## config.mk

```make
export PLATFORM = sky130hd
export DESIGN_NAME = dsr_sync_route_cfg
export DESIGN_NICKNAME = d
export VERILOG_FILES = /design/src/rtl/dsr_pkg.sv /design/src/rtl/dsr_sync_route_cfg.sv
export SDC_FILE = /design/constraint.sdc
export NUM_CORES = 1
export LEC_CHECK = 0
export BUFFER_PORTS_ARGS = -buffer_cell sky130_fd_sc_hd__buf_4
export CAP_MARGIN = 0
export CELL_PAD_IN_SITES_DETAIL_PLACEMENT = 1
export CELL_PAD_IN_SITES_GLOBAL_PLACEMENT = 1
export CORE_MARGIN = 2
export CORE_UTILIZATION = 34
export DETAILED_ROUTE_END_ITERATION = 10
export PLACE_DENSITY = 0.86
export SLEW_MARGIN = 10
export SYNTH_ARGS = -nofsm -noshare
export SYNTH_HDL_FRONTEND = slang
export SYNTH_SLANG_ARGS = --single-unit
```

## constraint.sdc

```tcl
create_clock -name core_clk -period 1.7 [get_ports core_clk]
set_clock_uncertainty 0.15 [all_clocks]
set_input_delay 0.085 -clock core_clk [delete_from_list [all_inputs] [get_ports core_clk]]
set_output_delay 0.085 -clock core_clk [all_outputs]
set_load 0.02 [all_outputs]
```

## src/rtl/dsr_pkg.sv

```systemverilog
// constants for the sync and stream routing configuration registers
package dsr_pkg;

  // register selects on the host expansion interface
  localparam logic [0:0] DSR_IDX_SYNC = 1'h0;
  localparam logic [0:0] DSR_IDX_MUX = 1'h1;

  // host data word
  localparam int DSR_HOST_W = 16;
  localparam int DSR_REG_W = 8;

  // sync configuration register fields
  localparam int DSR_CLK_SRC_LSB = 0;
  localparam int DSR_CLK_SRC_W = 2;
  localparam int DSR_IN_START_BIT = 4;
  localparam int DSR_OUT_START_BIT = 5;
  localparam int DSR_EVT_KIND_BIT = 6;
  localparam int DSR_SLAVE_BIT = 7;
  localparam logic [7:0] DSR_SYNC_WMASK = 8'hf3;
  localparam logic [7:0] DSR_SYNC_RST = 8'h00;

  // mux configuration register fields
  localparam int DSR_PAIR_LSB = 0;
  localparam int DSR_PAIR_W = 2;
  localparam int DSR_IN_STREAM_BIT = 4;
  localparam int DSR_OUT_STREAM_BIT = 5;
  localparam logic [7:0] DSR_MUX_WMASK = 8'h33;
  localparam logic [7:0] DSR_MUX_RST = 8'h00;

  // sample clock source codes
  localparam logic [1:0] DSR_SRC_GEN = 2'h0;
  localparam logic [1:0] DSR_SRC_EXT = 2'h1;
  localparam logic [1:0] DSR_SRC_TMR0 = 2'h2;
  localparam logic [1:0] DSR_SRC_TMR1 = 2'h3;

  // default stream width
  localparam int DSR_STREAM_W = 32;

  // acquisition start states
  typedef enum logic [1:0] {
    DSR_IDLE,
    DSR_ARMED,
    DSR_RUN
  } dsr_acq_e;

endpackage

```

## src/rtl/dsr_sync_route_cfg.sv

```systemverilog
// sync source, start qualification and stream routing configuration
`timescale 1ns/100ps
module dsr_sync_route_cfg
  import dsr_pkg::*;
#(
  parameter int STREAM_W = DSR_STREAM_W
) (
  input wire logic core_clk,
  input wire logic rstn,
  input wire logic host_cs,
  input wire logic host_wr,
  input wire logic host_rd,
  input wire logic [0:0] host_reg_sel,
  input wire logic [DSR_HOST_W-1:0] host_wdata,
  output logic [DSR_HOST_W-1:0] host_rdata,
  input wire logic onboard_freq_generator,
  input wire logic ext_sample_clock,
  input wire logic host_timer_pin0,
  input wire logic host_timer_pin1,
  output logic sample_clock,
  output logic [1:0] sample_clock_source,
  input wire logic input_acq_go,
  input wire logic output_acq_go,
  input wire logic input_mode_active,
  input wire logic output_mode_active,
  input wire logic input_ext_start_pin_n,
  input wire logic output_ext_start_pin_n,
  output logic sync_out_n_o,
  output logic sync_out_oe,
  output logic input_acq_start,
  output logic input_acq_armed,
  output logic input_acq_running,
  output logic output_acq_start,
  output logic output_acq_armed,
  output logic output_acq_running,
  output logic [3:0] analog_pair_select,
  input wire logic [STREAM_W-1:0] conv_in_data,
  input wire logic conv_in_valid,
  input wire logic [STREAM_W-1:0] ext_parallel_in,
  input wire logic ext_parallel_in_valid,
  output logic [STREAM_W-1:0] in_fifo_data,
  output logic in_fifo_valid,
  input wire logic [STREAM_W-1:0] out_fifo_data,
  input wire logic out_fifo_valid,
  output logic [STREAM_W-1:0] conv_out_data,
  output logic conv_out_valid,
  output logic [STREAM_W-1:0] ext_parallel_out,
  output logic ext_parallel_out_valid
);

  logic [DSR_REG_W-1:0] sync_cfg_q;
  logic [DSR_REG_W-1:0] mux_cfg_q;
  logic [3:0] clk_pin_s1_q;
  logic [3:0] clk_pin_s2_q;
  logic [1:0] start_s1_q;
  logic [1:0] start_s2_q;
  logic [1:0] start_prev_q;
  logic [1:0] start_evt;
  dsr_acq_e in_state_q;
  dsr_acq_e out_state_q;
  logic evt_kind_edge;
  logic slave_mode;
  logic in_ext;
  logic out_ext;
  logic wr_en;

  // start event from a synchronised active-low pin
  function automatic logic start_event(input logic now_lvl, input logic prev_lvl,
                                       input logic edge_kind);
    start_event = edge_kind ? (prev_lvl & ~now_lvl) : ~now_lvl;
  endfunction

  // next state of one start controller
  function automatic dsr_acq_e acq_next(input dsr_acq_e cur, input logic go,
                                       input logic active, input logic ext_sel,
                                       input logic evt);
    acq_next = cur;
    unique case (cur)
      DSR_IDLE: begin
        if (go && active) begin
          acq_next = ext_sel ? DSR_ARMED : DSR_RUN;
        end
      end
      DSR_ARMED: begin
        if (!go || !active) begin
          acq_next = DSR_IDLE;
        end else if (evt) begin
          acq_next = DSR_RUN;
        end
      end
      DSR_RUN: begin
        if (!go) begin
          acq_next = DSR_IDLE;
        end
      end
    endcase
  endfunction

  assign wr_en = host_cs & host_wr;
  assign evt_kind_edge = sync_cfg_q[DSR_EVT_KIND_BIT];
  assign slave_mode = sync_cfg_q[DSR_SLAVE_BIT];
  // a slave always waits for the master's sync
  assign in_ext = sync_cfg_q[DSR_IN_START_BIT] | slave_mode;
  assign out_ext = sync_cfg_q[DSR_OUT_START_BIT] | slave_mode;

  // host register writes, reserved bits held at zero
  always_ff @(posedge core_clk) begin
    if (!rstn) begin
      sync_cfg_q <= DSR_SYNC_RST;
      mux_cfg_q <= DSR_MUX_RST;
    end else if (wr_en) begin
      if (host_reg_sel == DSR_IDX_SYNC) begin
        sync_cfg_q <= host_wdata[DSR_REG_W-1:0] & DSR_SYNC_WMASK;
      end else begin
        mux_cfg_q <= host_wdata[DSR_REG_W-1:0] & DSR_MUX_WMASK;
      end
    end
  end

  // host read data, upper byte zero
  always_ff @(posedge core_clk) begin
    if (!rstn) begin
      host_rdata <= '0;
    end else if (host_cs && host_rd) begin
      if (host_reg_sel == DSR_IDX_SYNC) begin
        host_rdata <= {8'h00, sync_cfg_q};
      end else begin
        host_rdata <= {8'h00, mux_cfg_q};
      end
    end
  end

  // clock source pins synchronised
  always_ff @(posedge core_clk) begin
    if (!rstn) begin
      clk_pin_s1_q <= 4'h0;
      clk_pin_s2_q <= 4'h0;
    end else begin
      clk_pin_s1_q <= {host_timer_pin1, host_timer_pin0, ext_sample_clock,
                       onboard_freq_generator};
      clk_pin_s2_q <= clk_pin_s1_q;
    end
  end

  // sample clock source selection
  always_ff @(posedge core_clk) begin
    if (!rstn) begin
      sample_clock <= 1'b0;
      sample_clock_source <= DSR_SRC_GEN;
    end else begin
      sample_clock_source <= sync_cfg_q[DSR_CLK_SRC_LSB +: DSR_CLK_SRC_W];
      unique case (sync_cfg_q[DSR_CLK_SRC_LSB +: DSR_CLK_SRC_W])
        DSR_SRC_GEN: sample_clock <= clk_pin_s2_q[0];
        DSR_SRC_EXT: sample_clock <= clk_pin_s2_q[1];
        DSR_SRC_TMR0: sample_clock <= clk_pin_s2_q[2];
        DSR_SRC_TMR1: sample_clock <= clk_pin_s2_q[3];
      endcase
    end
  end

  // start pins synchronised, idle high
  always_ff @(posedge core_clk) begin
    if (!rstn) begin
      start_s1_q <= 2'h3;
      start_s2_q <= 2'h3;
      start_prev_q <= 2'h3;
    end else begin
      start_s1_q <= {output_ext_start_pin_n, input_ext_start_pin_n};
      start_s2_q <= start_s1_q;
      start_prev_q <= start_s2_q;
    end
  end

  assign start_evt[0] = start_event(start_s2_q[0], start_prev_q[0], evt_kind_edge);
  assign start_evt[1] = start_event(start_s2_q[1], start_prev_q[1], evt_kind_edge);

  // input start controller
  always_ff @(posedge core_clk) begin
    if (!rstn) begin
      in_state_q <= DSR_IDLE;
    end else begin
      in_state_q <= acq_next(in_state_q, input_acq_go, input_mode_active, in_ext,
                             start_evt[0]);
    end
  end

  // output start controller
  always_ff @(posedge core_clk) begin
    if (!rstn) begin
      out_state_q <= DSR_IDLE;
    end else begin
      out_state_q <= acq_next(out_state_q, output_acq_go, output_mode_active, out_ext,
                              start_evt[1]);
    end
  end

  // start pulses on entry to run
  always_ff @(posedge core_clk) begin
    if (!rstn) begin
      input_acq_start <= 1'b0;
      output_acq_start <= 1'b0;
    end else begin
      input_acq_start <= (in_state_q != DSR_RUN) &&
        (acq_next(in_state_q, input_acq_go, input_mode_active, in_ext, start_evt[0])
         == DSR_RUN);
      output_acq_start <= (out_state_q != DSR_RUN) &&
        (acq_next(out_state_q, output_acq_go, output_mode_active, out_ext, start_evt[1])
         == DSR_RUN);
    end
  end

  assign input_acq_armed = (in_state_q == DSR_ARMED);
  assign input_acq_running = (in_state_q == DSR_RUN);
  assign output_acq_armed = (out_state_q == DSR_ARMED);
  assign output_acq_running = (out_state_q == DSR_RUN);

  // master drives sync low while either side runs
  always_ff @(posedge core_clk) begin
    if (!rstn) begin
      sync_out_n_o <= 1'b1;
      sync_out_oe <= 1'b0;
    end else begin
      sync_out_oe <= ~slave_mode;
      sync_out_n_o <= ~(~slave_mode & (input_acq_running | output_acq_running));
    end
  end

  // analog pair one-hot select
  always_ff @(posedge core_clk) begin
    if (!rstn) begin
      analog_pair_select <= 4'h1;
    end else begin
      analog_pair_select <= 4'h1 << mux_cfg_q[DSR_PAIR_LSB +: DSR_PAIR_W];
    end
  end

  // input stream selector
  always_ff @(posedge core_clk) begin
    if (!rstn) begin
      in_fifo_data <= '0;
      in_fifo_valid <= 1'b0;
    end else if (mux_cfg_q[DSR_IN_STREAM_BIT]) begin
      in_fifo_data <= ext_parallel_in;
      in_fifo_valid <= ext_parallel_in_valid;
    end else begin
      in_fifo_data <= conv_in_data;
      in_fifo_valid <= conv_in_valid;
    end
  end

  // output stream selector
  always_ff @(posedge core_clk) begin
    if (!rstn) begin
      conv_out_data <= '0;
      conv_out_valid <= 1'b0;
      ext_parallel_out <= '0;
      ext_parallel_out_valid <= 1'b0;
    end else begin
      conv_out_valid <= out_fifo_valid & ~mux_cfg_q[DSR_OUT_STREAM_BIT];
      ext_parallel_out_valid <= out_fifo_valid & mux_cfg_q[DSR_OUT_STREAM_BIT];
      if (mux_cfg_q[DSR_OUT_STREAM_BIT]) begin
        ext_parallel_out <= out_fifo_data;
      end else begin
        conv_out_data <= out_fifo_data;
      end
    end
  end
endmodule

```

==> results.sh, run 1 <==
export IMPL_row_count=46
export IMPL_clkPwrFrac=0.431
export IMPL_stdcell_area_mm2=0.00942
export IMPL_grt_use_total=0.243
export IMPL_nNetsFinal=980
export IMPL_clkLatencyLatePin_ns=0.41
export IMPL_synth_xor_area_frac=0
export IMPL_use_met1=0.244
export IMPL_drv_cap=0
export IMPL_pwr_density_cell_mw_per_mm2=944
export IMPL_synthMuxAreaShare=0.207
export IMPL_grt_pass1_vias=5778
export IMPL_period_needed_ns=1.68
export IMPL_setup_violations=0
export IMPL_finalNonFillerCells=1073
export IMPL_syn_area_mm2=0.00548
export IMPL_coreArea_mm2=0.0158
export IMPL_synth_cells=487
export IMPL_synth_main_ff_cell="dfxtp_1"
export IMPL_endpoint_kind="register"
export IMPL_fin_crit_sh=0.989
export IMPL_cts_max_level=4
export IMPL_ctsLongestPathBuffers=2
export IMPL_use_met3=0.0688
export IMPL_io_pins=261
export IMPL_grt_max_degree=77
export IMPL_power_frac_comb=0.160
export IMPL_die_w_um=131
export IMPL_netlist_top_cell_by_area="dfxtp_1"
export IMPL_avgSynthCellArea_um2=11.2
export IMPL_overflow=0
export IMPL_vias=5004
export IMPL_use_met2=0.457
export IMPL_firstDrtPassIters=6
export IMPL_synth_seq_cells=144
export IMPL_cp_start_kind="register"
export IMPL_yosys_area_share_simple=0.187
export IMPL_place_area_mm2=0.00752
export IMPL_dp_cells=923
export IMPL_yosysWarnings=0
export IMPL_initialDrtViolationCount=197
export IMPL_sw_frac_of_total=0.253
export IMPL_finalHoldViolCount=0
export IMPL_drive_above_1_share=0.363
export IMPL_regArea_mm2=0.00290
export IMPL_ys_seq_area_frac=0.526
export IMPL_numCtsBuffers=17
export IMPL_leakage_uw=0.00406
export IMPL_ys_types=33
export IMPL_routed_via_density=4.66
export IMPL_cts_sinks=144
export IMPL_min_path_type="in -> reg"
export IMPL_fill_cells=1627
export IMPL_antenna_found_initial=0
export IMPL_synth_top_cell_area_share=0.526
export IMPL_yosys_top_cells_area="dfxtp_1 53%, mux2i_1 20%, nor2b_1 13%"
export IMPL_synth_compound_area_frac=0.0274
export IMPL_fp_dieH_um=131
export IMPL_grt_busiest_layer="met2"
export IMPL_area_growth_pct=72.0
export IMPL_setup_ws_ns=0.0194
export IMPL_place_gp_congestion=0.809
export IMPL_drc=0
export IMPL_fmax_mhz=595
export IMPL_grt_pass1_wl_mm=31.1
export IMPL_cts_tree="built"
export IMPL_synth_edf_count=0
export IMPL_multi_input_area_mm2=0.00250
export IMPL_crit_fanout=9
export IMPL_synth_async_reset_ratio=0
export IMPL_postRouteAntennaNets=0
export IMPL_ir_worst_vdd_mv=0.701
export IMPL_seqPwrFrac=0.409
export IMPL_place_ws_ns=-0.0293
export IMPL_path_class="reg -> reg"
export IMPL_hpwlAfterDp_mm=11.6
export IMPL_required_ns=1.86
export IMPL_start_util=0.346
export IMPL_synth_common_cells="144 x dfxtp_1, 111 x mux2i_1, 110 x nor2b_1"
export IMPL_drt_wl_total_mm=21.1
export IMPL_antennaDiodeCount=0
export IMPL_arrival_ns=1.84
export IMPL_power_switching_uw=2250
export IMPL_dieArea_mm2=0.0171
export IMPL_io_buffers=240
export IMPL_synth_top_family_by_area="multiplexers"
export IMPL_p_int_uw=6640
export IMPL_synthAdderAreaFrac=0.00914
export IMPL_clkTransAtPathRegs_ns=0.06
export IMPL_status="complete, no violations"
export IMPL_root_buffer="clkbuf_16"
export IMPL_report_final_slew_viol_count=0
export IMPL_yosysMostFrequentCell="dfxtp_1"
export IMPL_drt_wirelength_per_cell_um=19.7
## worst max-delay path, cell delays in order (launching register included)
cell and delay (ns):
dfxtp_4 0.47, mux2i_1 0.28, dlygate4sd3_1 0.62, nor2b_1 0.06
## state kept, by name, indices dropped and copies added, names as in the netlist, 2 cells and up
signal,flops
sync_cfg_q,6
ext_parallel_out,32
start_s1_q,2
mux_cfg_q,4
analog_pair_select,4
start_s2_q,2
start_prev_q,2
conv_out_data,32
clk_pin_s1_q,4
in_fifo_data,32
in_state_q,2
out_state_q,2
clk_pin_s2_q,4
host_rdata,6
sample_clock_source,2
## power by group through the flow
stage | logic, µW | clock network (µW) | registers [µW]
after CTS | 1320 | 3870 | 3630
after global placement | 1050 | 0 | 3690
after floorplan | 402 | 0 | 3830
final | 1420 | 3840 | 3640
after detailed placement | 1090 | 0 | 3700
after global routing | 1500 | 4040 | 3650
## cell usage in the layout, fill, tap and decap left out, types with 3 or more instances in the layout
master / count
buf_4: 247
dfxtp_1: 137
dlygate4sd3_1: 117
mux2i_1: 111
nor2b_1: 110
clkbuf_16: 17
and2_1: 14
nand2_1: 11
conb_1: 10
nand2b_1: 6
clkinvlp_4: 5
buf_12: 5
o211a_1: 4
dfxtp_2: 4
nand3_1: 3
ha_4: 3
bufinv_16: 3
dfxtp_4: 3
## metal layers
layer,wire (µm),share of wire,vias up
met5,0,0,-
met4,848,0.040,0
met3,1170,0.055,60
met2,11500,0.54,206
met1,7620,0.36,2412
li1,-,-,2326
## path summary, 6_finish.rpt
check / cells past startpoint / from / to / slack, ns
worst min-delay path: 4 / host_wr / sync_cfg_q[0] / 0.08
worst max-delay path: 3 / mux_cfg_q[4] / in_fifo_data[6] / 0.02
worst min register to register: 1 / start_s1_q[1] / start_s2_q[1] / 0.26
worst max register to register: 3 / mux_cfg_q[4] / in_fifo_data[6] / 0.02
## kinds of logic (layout without fill, tap and decap cells)
group                      count (synthesis)  after routing
and+or+nand+nor                          162            162
DFF                                      144            144
muxes                                    112            112
buffers and inverters                     44            405
AOI/OAI and AO/OA                         20             20
adders and majority gates                  4              4
other                                      1             10
## cell type report
cell class | instances | area share
repair buffers | 370 | 0.333
flip-flops and latches | 144 | 0.308
multi-input cells | 308 | 0.265
clock buffers | 18 | 0.0466
well taps | 216 | 0.0287
clock inverters | 13 | 0.0174
inverters | 4 | 0.00159
## per-stage QoR
stage | total power [µW] | hold WS (ns) | util | setup TNS [ns]
finish | 8900 | 0.0806 | 0.595 | 0
global route | 9200 | 0.109 | 0.595 | -0.0105
CTS | 8810 | 0.0622 | 0.588 | 0
floorplan | 4230 | 0.0365 | - | 0
global placement | 4730 | 0.122 | 0.475 | 0
detailed placement | 4790 | 0.129 | 0.475 | -0.0502
## timing repair
item	in CTS	in global routing
endpoints found under the hold margin	133	0
cloned	0	0
resized for setup	3	24
hold buffers	117	0
pin swaps	2	8
setup buffers	0	2
setup endpoints to repair	2	7
(Power assumes the default switching activity.)
==> inputs of run 2 (changes only) <==
--- a/config.mk
+++ b/config.mk
@@ -5,12 +5,13 @@
 export SDC_FILE = /design/constraint.sdc
 export NUM_CORES = 1
 export LEC_CHECK = 0
+export ABC_AREA = 1
 export BUFFER_PORTS_ARGS = -buffer_cell sky130_fd_sc_hd__buf_4
 export CAP_MARGIN = 0
 export CELL_PAD_IN_SITES_DETAIL_PLACEMENT = 1
 export CELL_PAD_IN_SITES_GLOBAL_PLACEMENT = 1
 export CORE_MARGIN = 2
-export CORE_UTILIZATION = 34
+export CORE_UTILIZATION = 31
 export DETAILED_ROUTE_END_ITERATION = 10
 export PLACE_DENSITY = 0.86
 export SLEW_MARGIN = 10
==> run 2 against run 1 <==
Die area grew 1.3%. Flip-flop and latch count is the same. Largest cell class unchanged. Largest power group is now sequential cells. Critical endpoint is now in_fifo_data[16]. Highest routed layer unchanged. Global-route usage grew 1.8 points. Critical path type unchanged. Core utilization shrank 3.9 points.
==> results.sh, run 2 <==
export IMPL_drc=0
export IMPL_synth_top_cell_area_share=0.569
export IMPL_postRouteAntennaNets=0
export IMPL_power_switching_uw=2290
export IMPL_synth_common_cells="144 x dfxtp_1, 110 x o21ai_0, 83 x nor2_1"
export IMPL_overflow=0
export IMPL_cts_max_level=4
export IMPL_min_path_type="in -> reg"
export IMPL_yosysWarnings=0
export IMPL_p_int_uw=6290
export IMPL_top_regs="conv_out_data: 32 flops, ext_parallel_out: 32 flops, in_fifo_data: 32 flops"
export IMPL_clkLatencyLatePin_ns=0.41
export IMPL_io_buffers=240
export IMPL_clkPwrFrac=0.399
export IMPL_synth_async_reset_ratio=0
export IMPL_regArea_mm2=0.00288
export IMPL_finalNonFillerCells=1204
export IMPL_dieArea_mm2=0.0174
export IMPL_synth_main_ff_cell="dfxtp_1"
export IMPL_cts_sinks=144
export IMPL_grt_use_total=0.261
export IMPL_fin_setup_tns_ns=0
export IMPL_cts_tree="built"
export IMPL_crit_fanout=33
export IMPL_area_growth_pct=75.2
export IMPL_drt_wl_total_mm=23.2
export IMPL_cpPeakStageDelay_ns=0.55
export IMPL_ys_types=23
export IMPL_power_frac_comb=0.172
export IMPL_holdPathStages=5
export IMPL_drv_cap=0
export IMPL_place_area_mm2=0.00706
export IMPL_numCtsBuffers=17
export IMPL_firstDrtPassIters=5
export IMPL_io_pins=261
export IMPL_avgSynthCellArea_um2=8.19
export IMPL_initialDrtViolationCount=235
export IMPL_period_needed_ns=1.66
export IMPL_grt_pass1_vias=6375
export IMPL_arrival_ns=1.81
export IMPL_fp_dieH_um=132
export IMPL_reg2reg_slack_ns=0.04
export IMPL_clkTransAtPathRegs_ns=0.06
export IMPL_setup_violations=0
export IMPL_ys_seq_area_frac=0.569
export IMPL_r2r_cells=5
export IMPL_crit_slowest_cell="dlygate4sd3_1"
export IMPL_drive_above_1_share=0.289
export IMPL_syn_area_mm2=0.00506
export IMPL_report_final_slew_viol_count=0
export IMPL_seqPwrFrac=0.429
export IMPL_die_w_um=132
export IMPL_finalHoldViolCount=0
export IMPL_stdcell_area_mm2=0.00887
export IMPL_grt_max_degree=46
export IMPL_antenna_found_initial=2
export IMPL_layout_commonest_cell="buf_4"
export IMPL_routed_via_density=4.78
export IMPL_r2r_start="mux_cfg_q[4]"
export IMPL_multi_input_area_mm2=0.00171
export IMPL_fin_crit_sh=0.976
export IMPL_fill_cells=1893
export IMPL_endpoint_kind="register"
export IMPL_vias=5751
export IMPL_coreArea_mm2=0.0159
export IMPL_synth_seq_cells=144
export IMPL_sw_frac_of_total=0.267
export IMPL_crit_path_frequent_cell="nor2_1"
export IMPL_cts_setup_buffers=0
export IMPL_dp_cells=1048
export IMPL_r2r_end="in_fifo_data[16]"
export IMPL_place_gp_congestion=0.820
export IMPL_ir_worst_vdd_mv=0.649
export IMPL_netlist_top_cell_by_area="dfxtp_1"
export IMPL_leakage_uw=0.00435
export IMPL_start_util=0.318
export IMPL_nNetsFinal=1111
export IMPL_cp_start_kind="register"
export IMPL_maxSlewHeadroom=0.440
export IMPL_required_ns=1.85
export IMPL_worstHoldEndpoint="out_state_q[0]"
export IMPL_synth_cells=618
export IMPL_grt_pass1_wl_mm=35.1
export IMPL_root_buffer="clkbuf_16"
export IMPL_tightest_slew_ns=0.840
export IMPL_yosysMostFrequentCell="dfxtp_1"
export IMPL_ctsLongestPathBuffers=2
export IMPL_pwr_density_cell_mw_per_mm2=967
export IMPL_fmax_mhz=603
export IMPL_final_cell_mix="243 x buf_4, 143 x dfxtp_1, 123 x dlygate4sd3_1"
export IMPL_yosys_top_cells_area="dfxtp_1 57%, o21ai_0 11%, nand3_1 7.9%"
export IMPL_cp_cell_sequence="inv_2, buf_12, nor2_1, nor2_1, dlygate4sd3_1"
export IMPL_synth_edf_count=0
export IMPL_status="complete, no violations"
export IMPL_min_from="output_acq_go"
export IMPL_row_count=46
export IMPL_path_class="reg -> reg"
export IMPL_drt_wirelength_per_cell_um=19.3
export IMPL_hpwlAfterDp_mm=12.0
[run 2: changes by cell type in the layout (fill, tap and decap cells not counted), sizes merged, moves of 11 or more]
| cell | delta |
|---|---|
| nand2 | +36 |
| a21oi | +11 |
| nor2b | -112 |
| nor2 | +81 |
| and2 | -14 |
| inv | +67 |
| nand3 | +77 |
| mux2i | -111 |
| o21ai | +113 |
[run 2: layout make-up]
cell class | instances | area share
multi-input combinational | 366 | 0.193
tap | 216 | 0.0305
inverter | 72 | 0.0308
sequential | 144 | 0.325
antenna | 2 | 0.000564
timing repair buffer | 375 | 0.362
clock buffer | 20 | 0.0504
clock inverter | 9 | 0.00790
[run 2: power by group through the flow]
stage               Combinational [µW]  Clock (µW)  Sequential, µW
floorplan                          351           0            3920
global placement                  1120           0            3730
detailed placement                1150           0            3740
CTS                               1400        3440            3660
global route                      1570        3650            3690
finish                            1480        3420            3680
[run 2: routing by layer]
layer	up-vias	wire length (µm)	GRT usage
met5	-	0	0
met4	0	1010	0.143
met3	70	1370	0.0788
met2	235	12300	0.475
met1	2755	8560	0.268
li1	2691	-	-
[run 2: what timing repair did]
action | CTS | global route
hold endpoints to repair | 128 | 0
endpoints found under the setup margin | 0 | 30
hold buffers | 125 | 0
resized for setup | 0 | 14
[run 2: critical path: cells and delay by family, from the launching register on]
family | cells | cell delay [ns]
buf+inv | 3 | 0.78
flops | 1 | 0.35
simple gates | 2 | 0.25
[run 2: worst max-delay path by stage]
| stage | start | to | slack [ns] | cells after the start |
|---|---|---|---|---|
| finish | mux_cfg_q[4] | in_fifo_data[16] | 0.04 | 5 |
| floorplan | in_state_q[0] | input_acq_start | 0.37 | 8 |
| global placement | mux_cfg_q[5] | conv_out_data[18] | 0.31 | 4 |
| detailed placement | mux_cfg_q[5] | conv_out_data[12] | 0.23 | 4 |
| CTS | mux_cfg_q[4] | in_fifo_data[26] | 0.04 | 5 |
| global route | mux_cfg_q[4] | in_fifo_data[15] | -0.002 | 4 |
[run 2: cell families after synthesis]
group                      count (synthesis)  synth area share
DFF                                      144             0.569
other                                      1          0.000741
and+or+nand+nor                          217             0.184
adders and majority gates                  4           0.00989
buffers and inverters                    117             0.100
AOI/OAI and AO/OA                        135             0.136
[run 2: per-stage QoR]
stage / worst slack [ns] / hold WS (ns) / utilization / power [µW]
final: 0.0414 / 0.0213 / 0.556 / 8570
after global routing: -0.00202 / 0.0378 / 0.556 / 8910
after floorplan: 0.373 / 0.0326 / - / 4270
after global placement: 0.309 / 0.121 / 0.443 / 4850
after detailed placement: 0.228 / 0.125 / 0.443 / 4880
after CTS: 0.0355 / 0.00213 / 0.554 / 8500
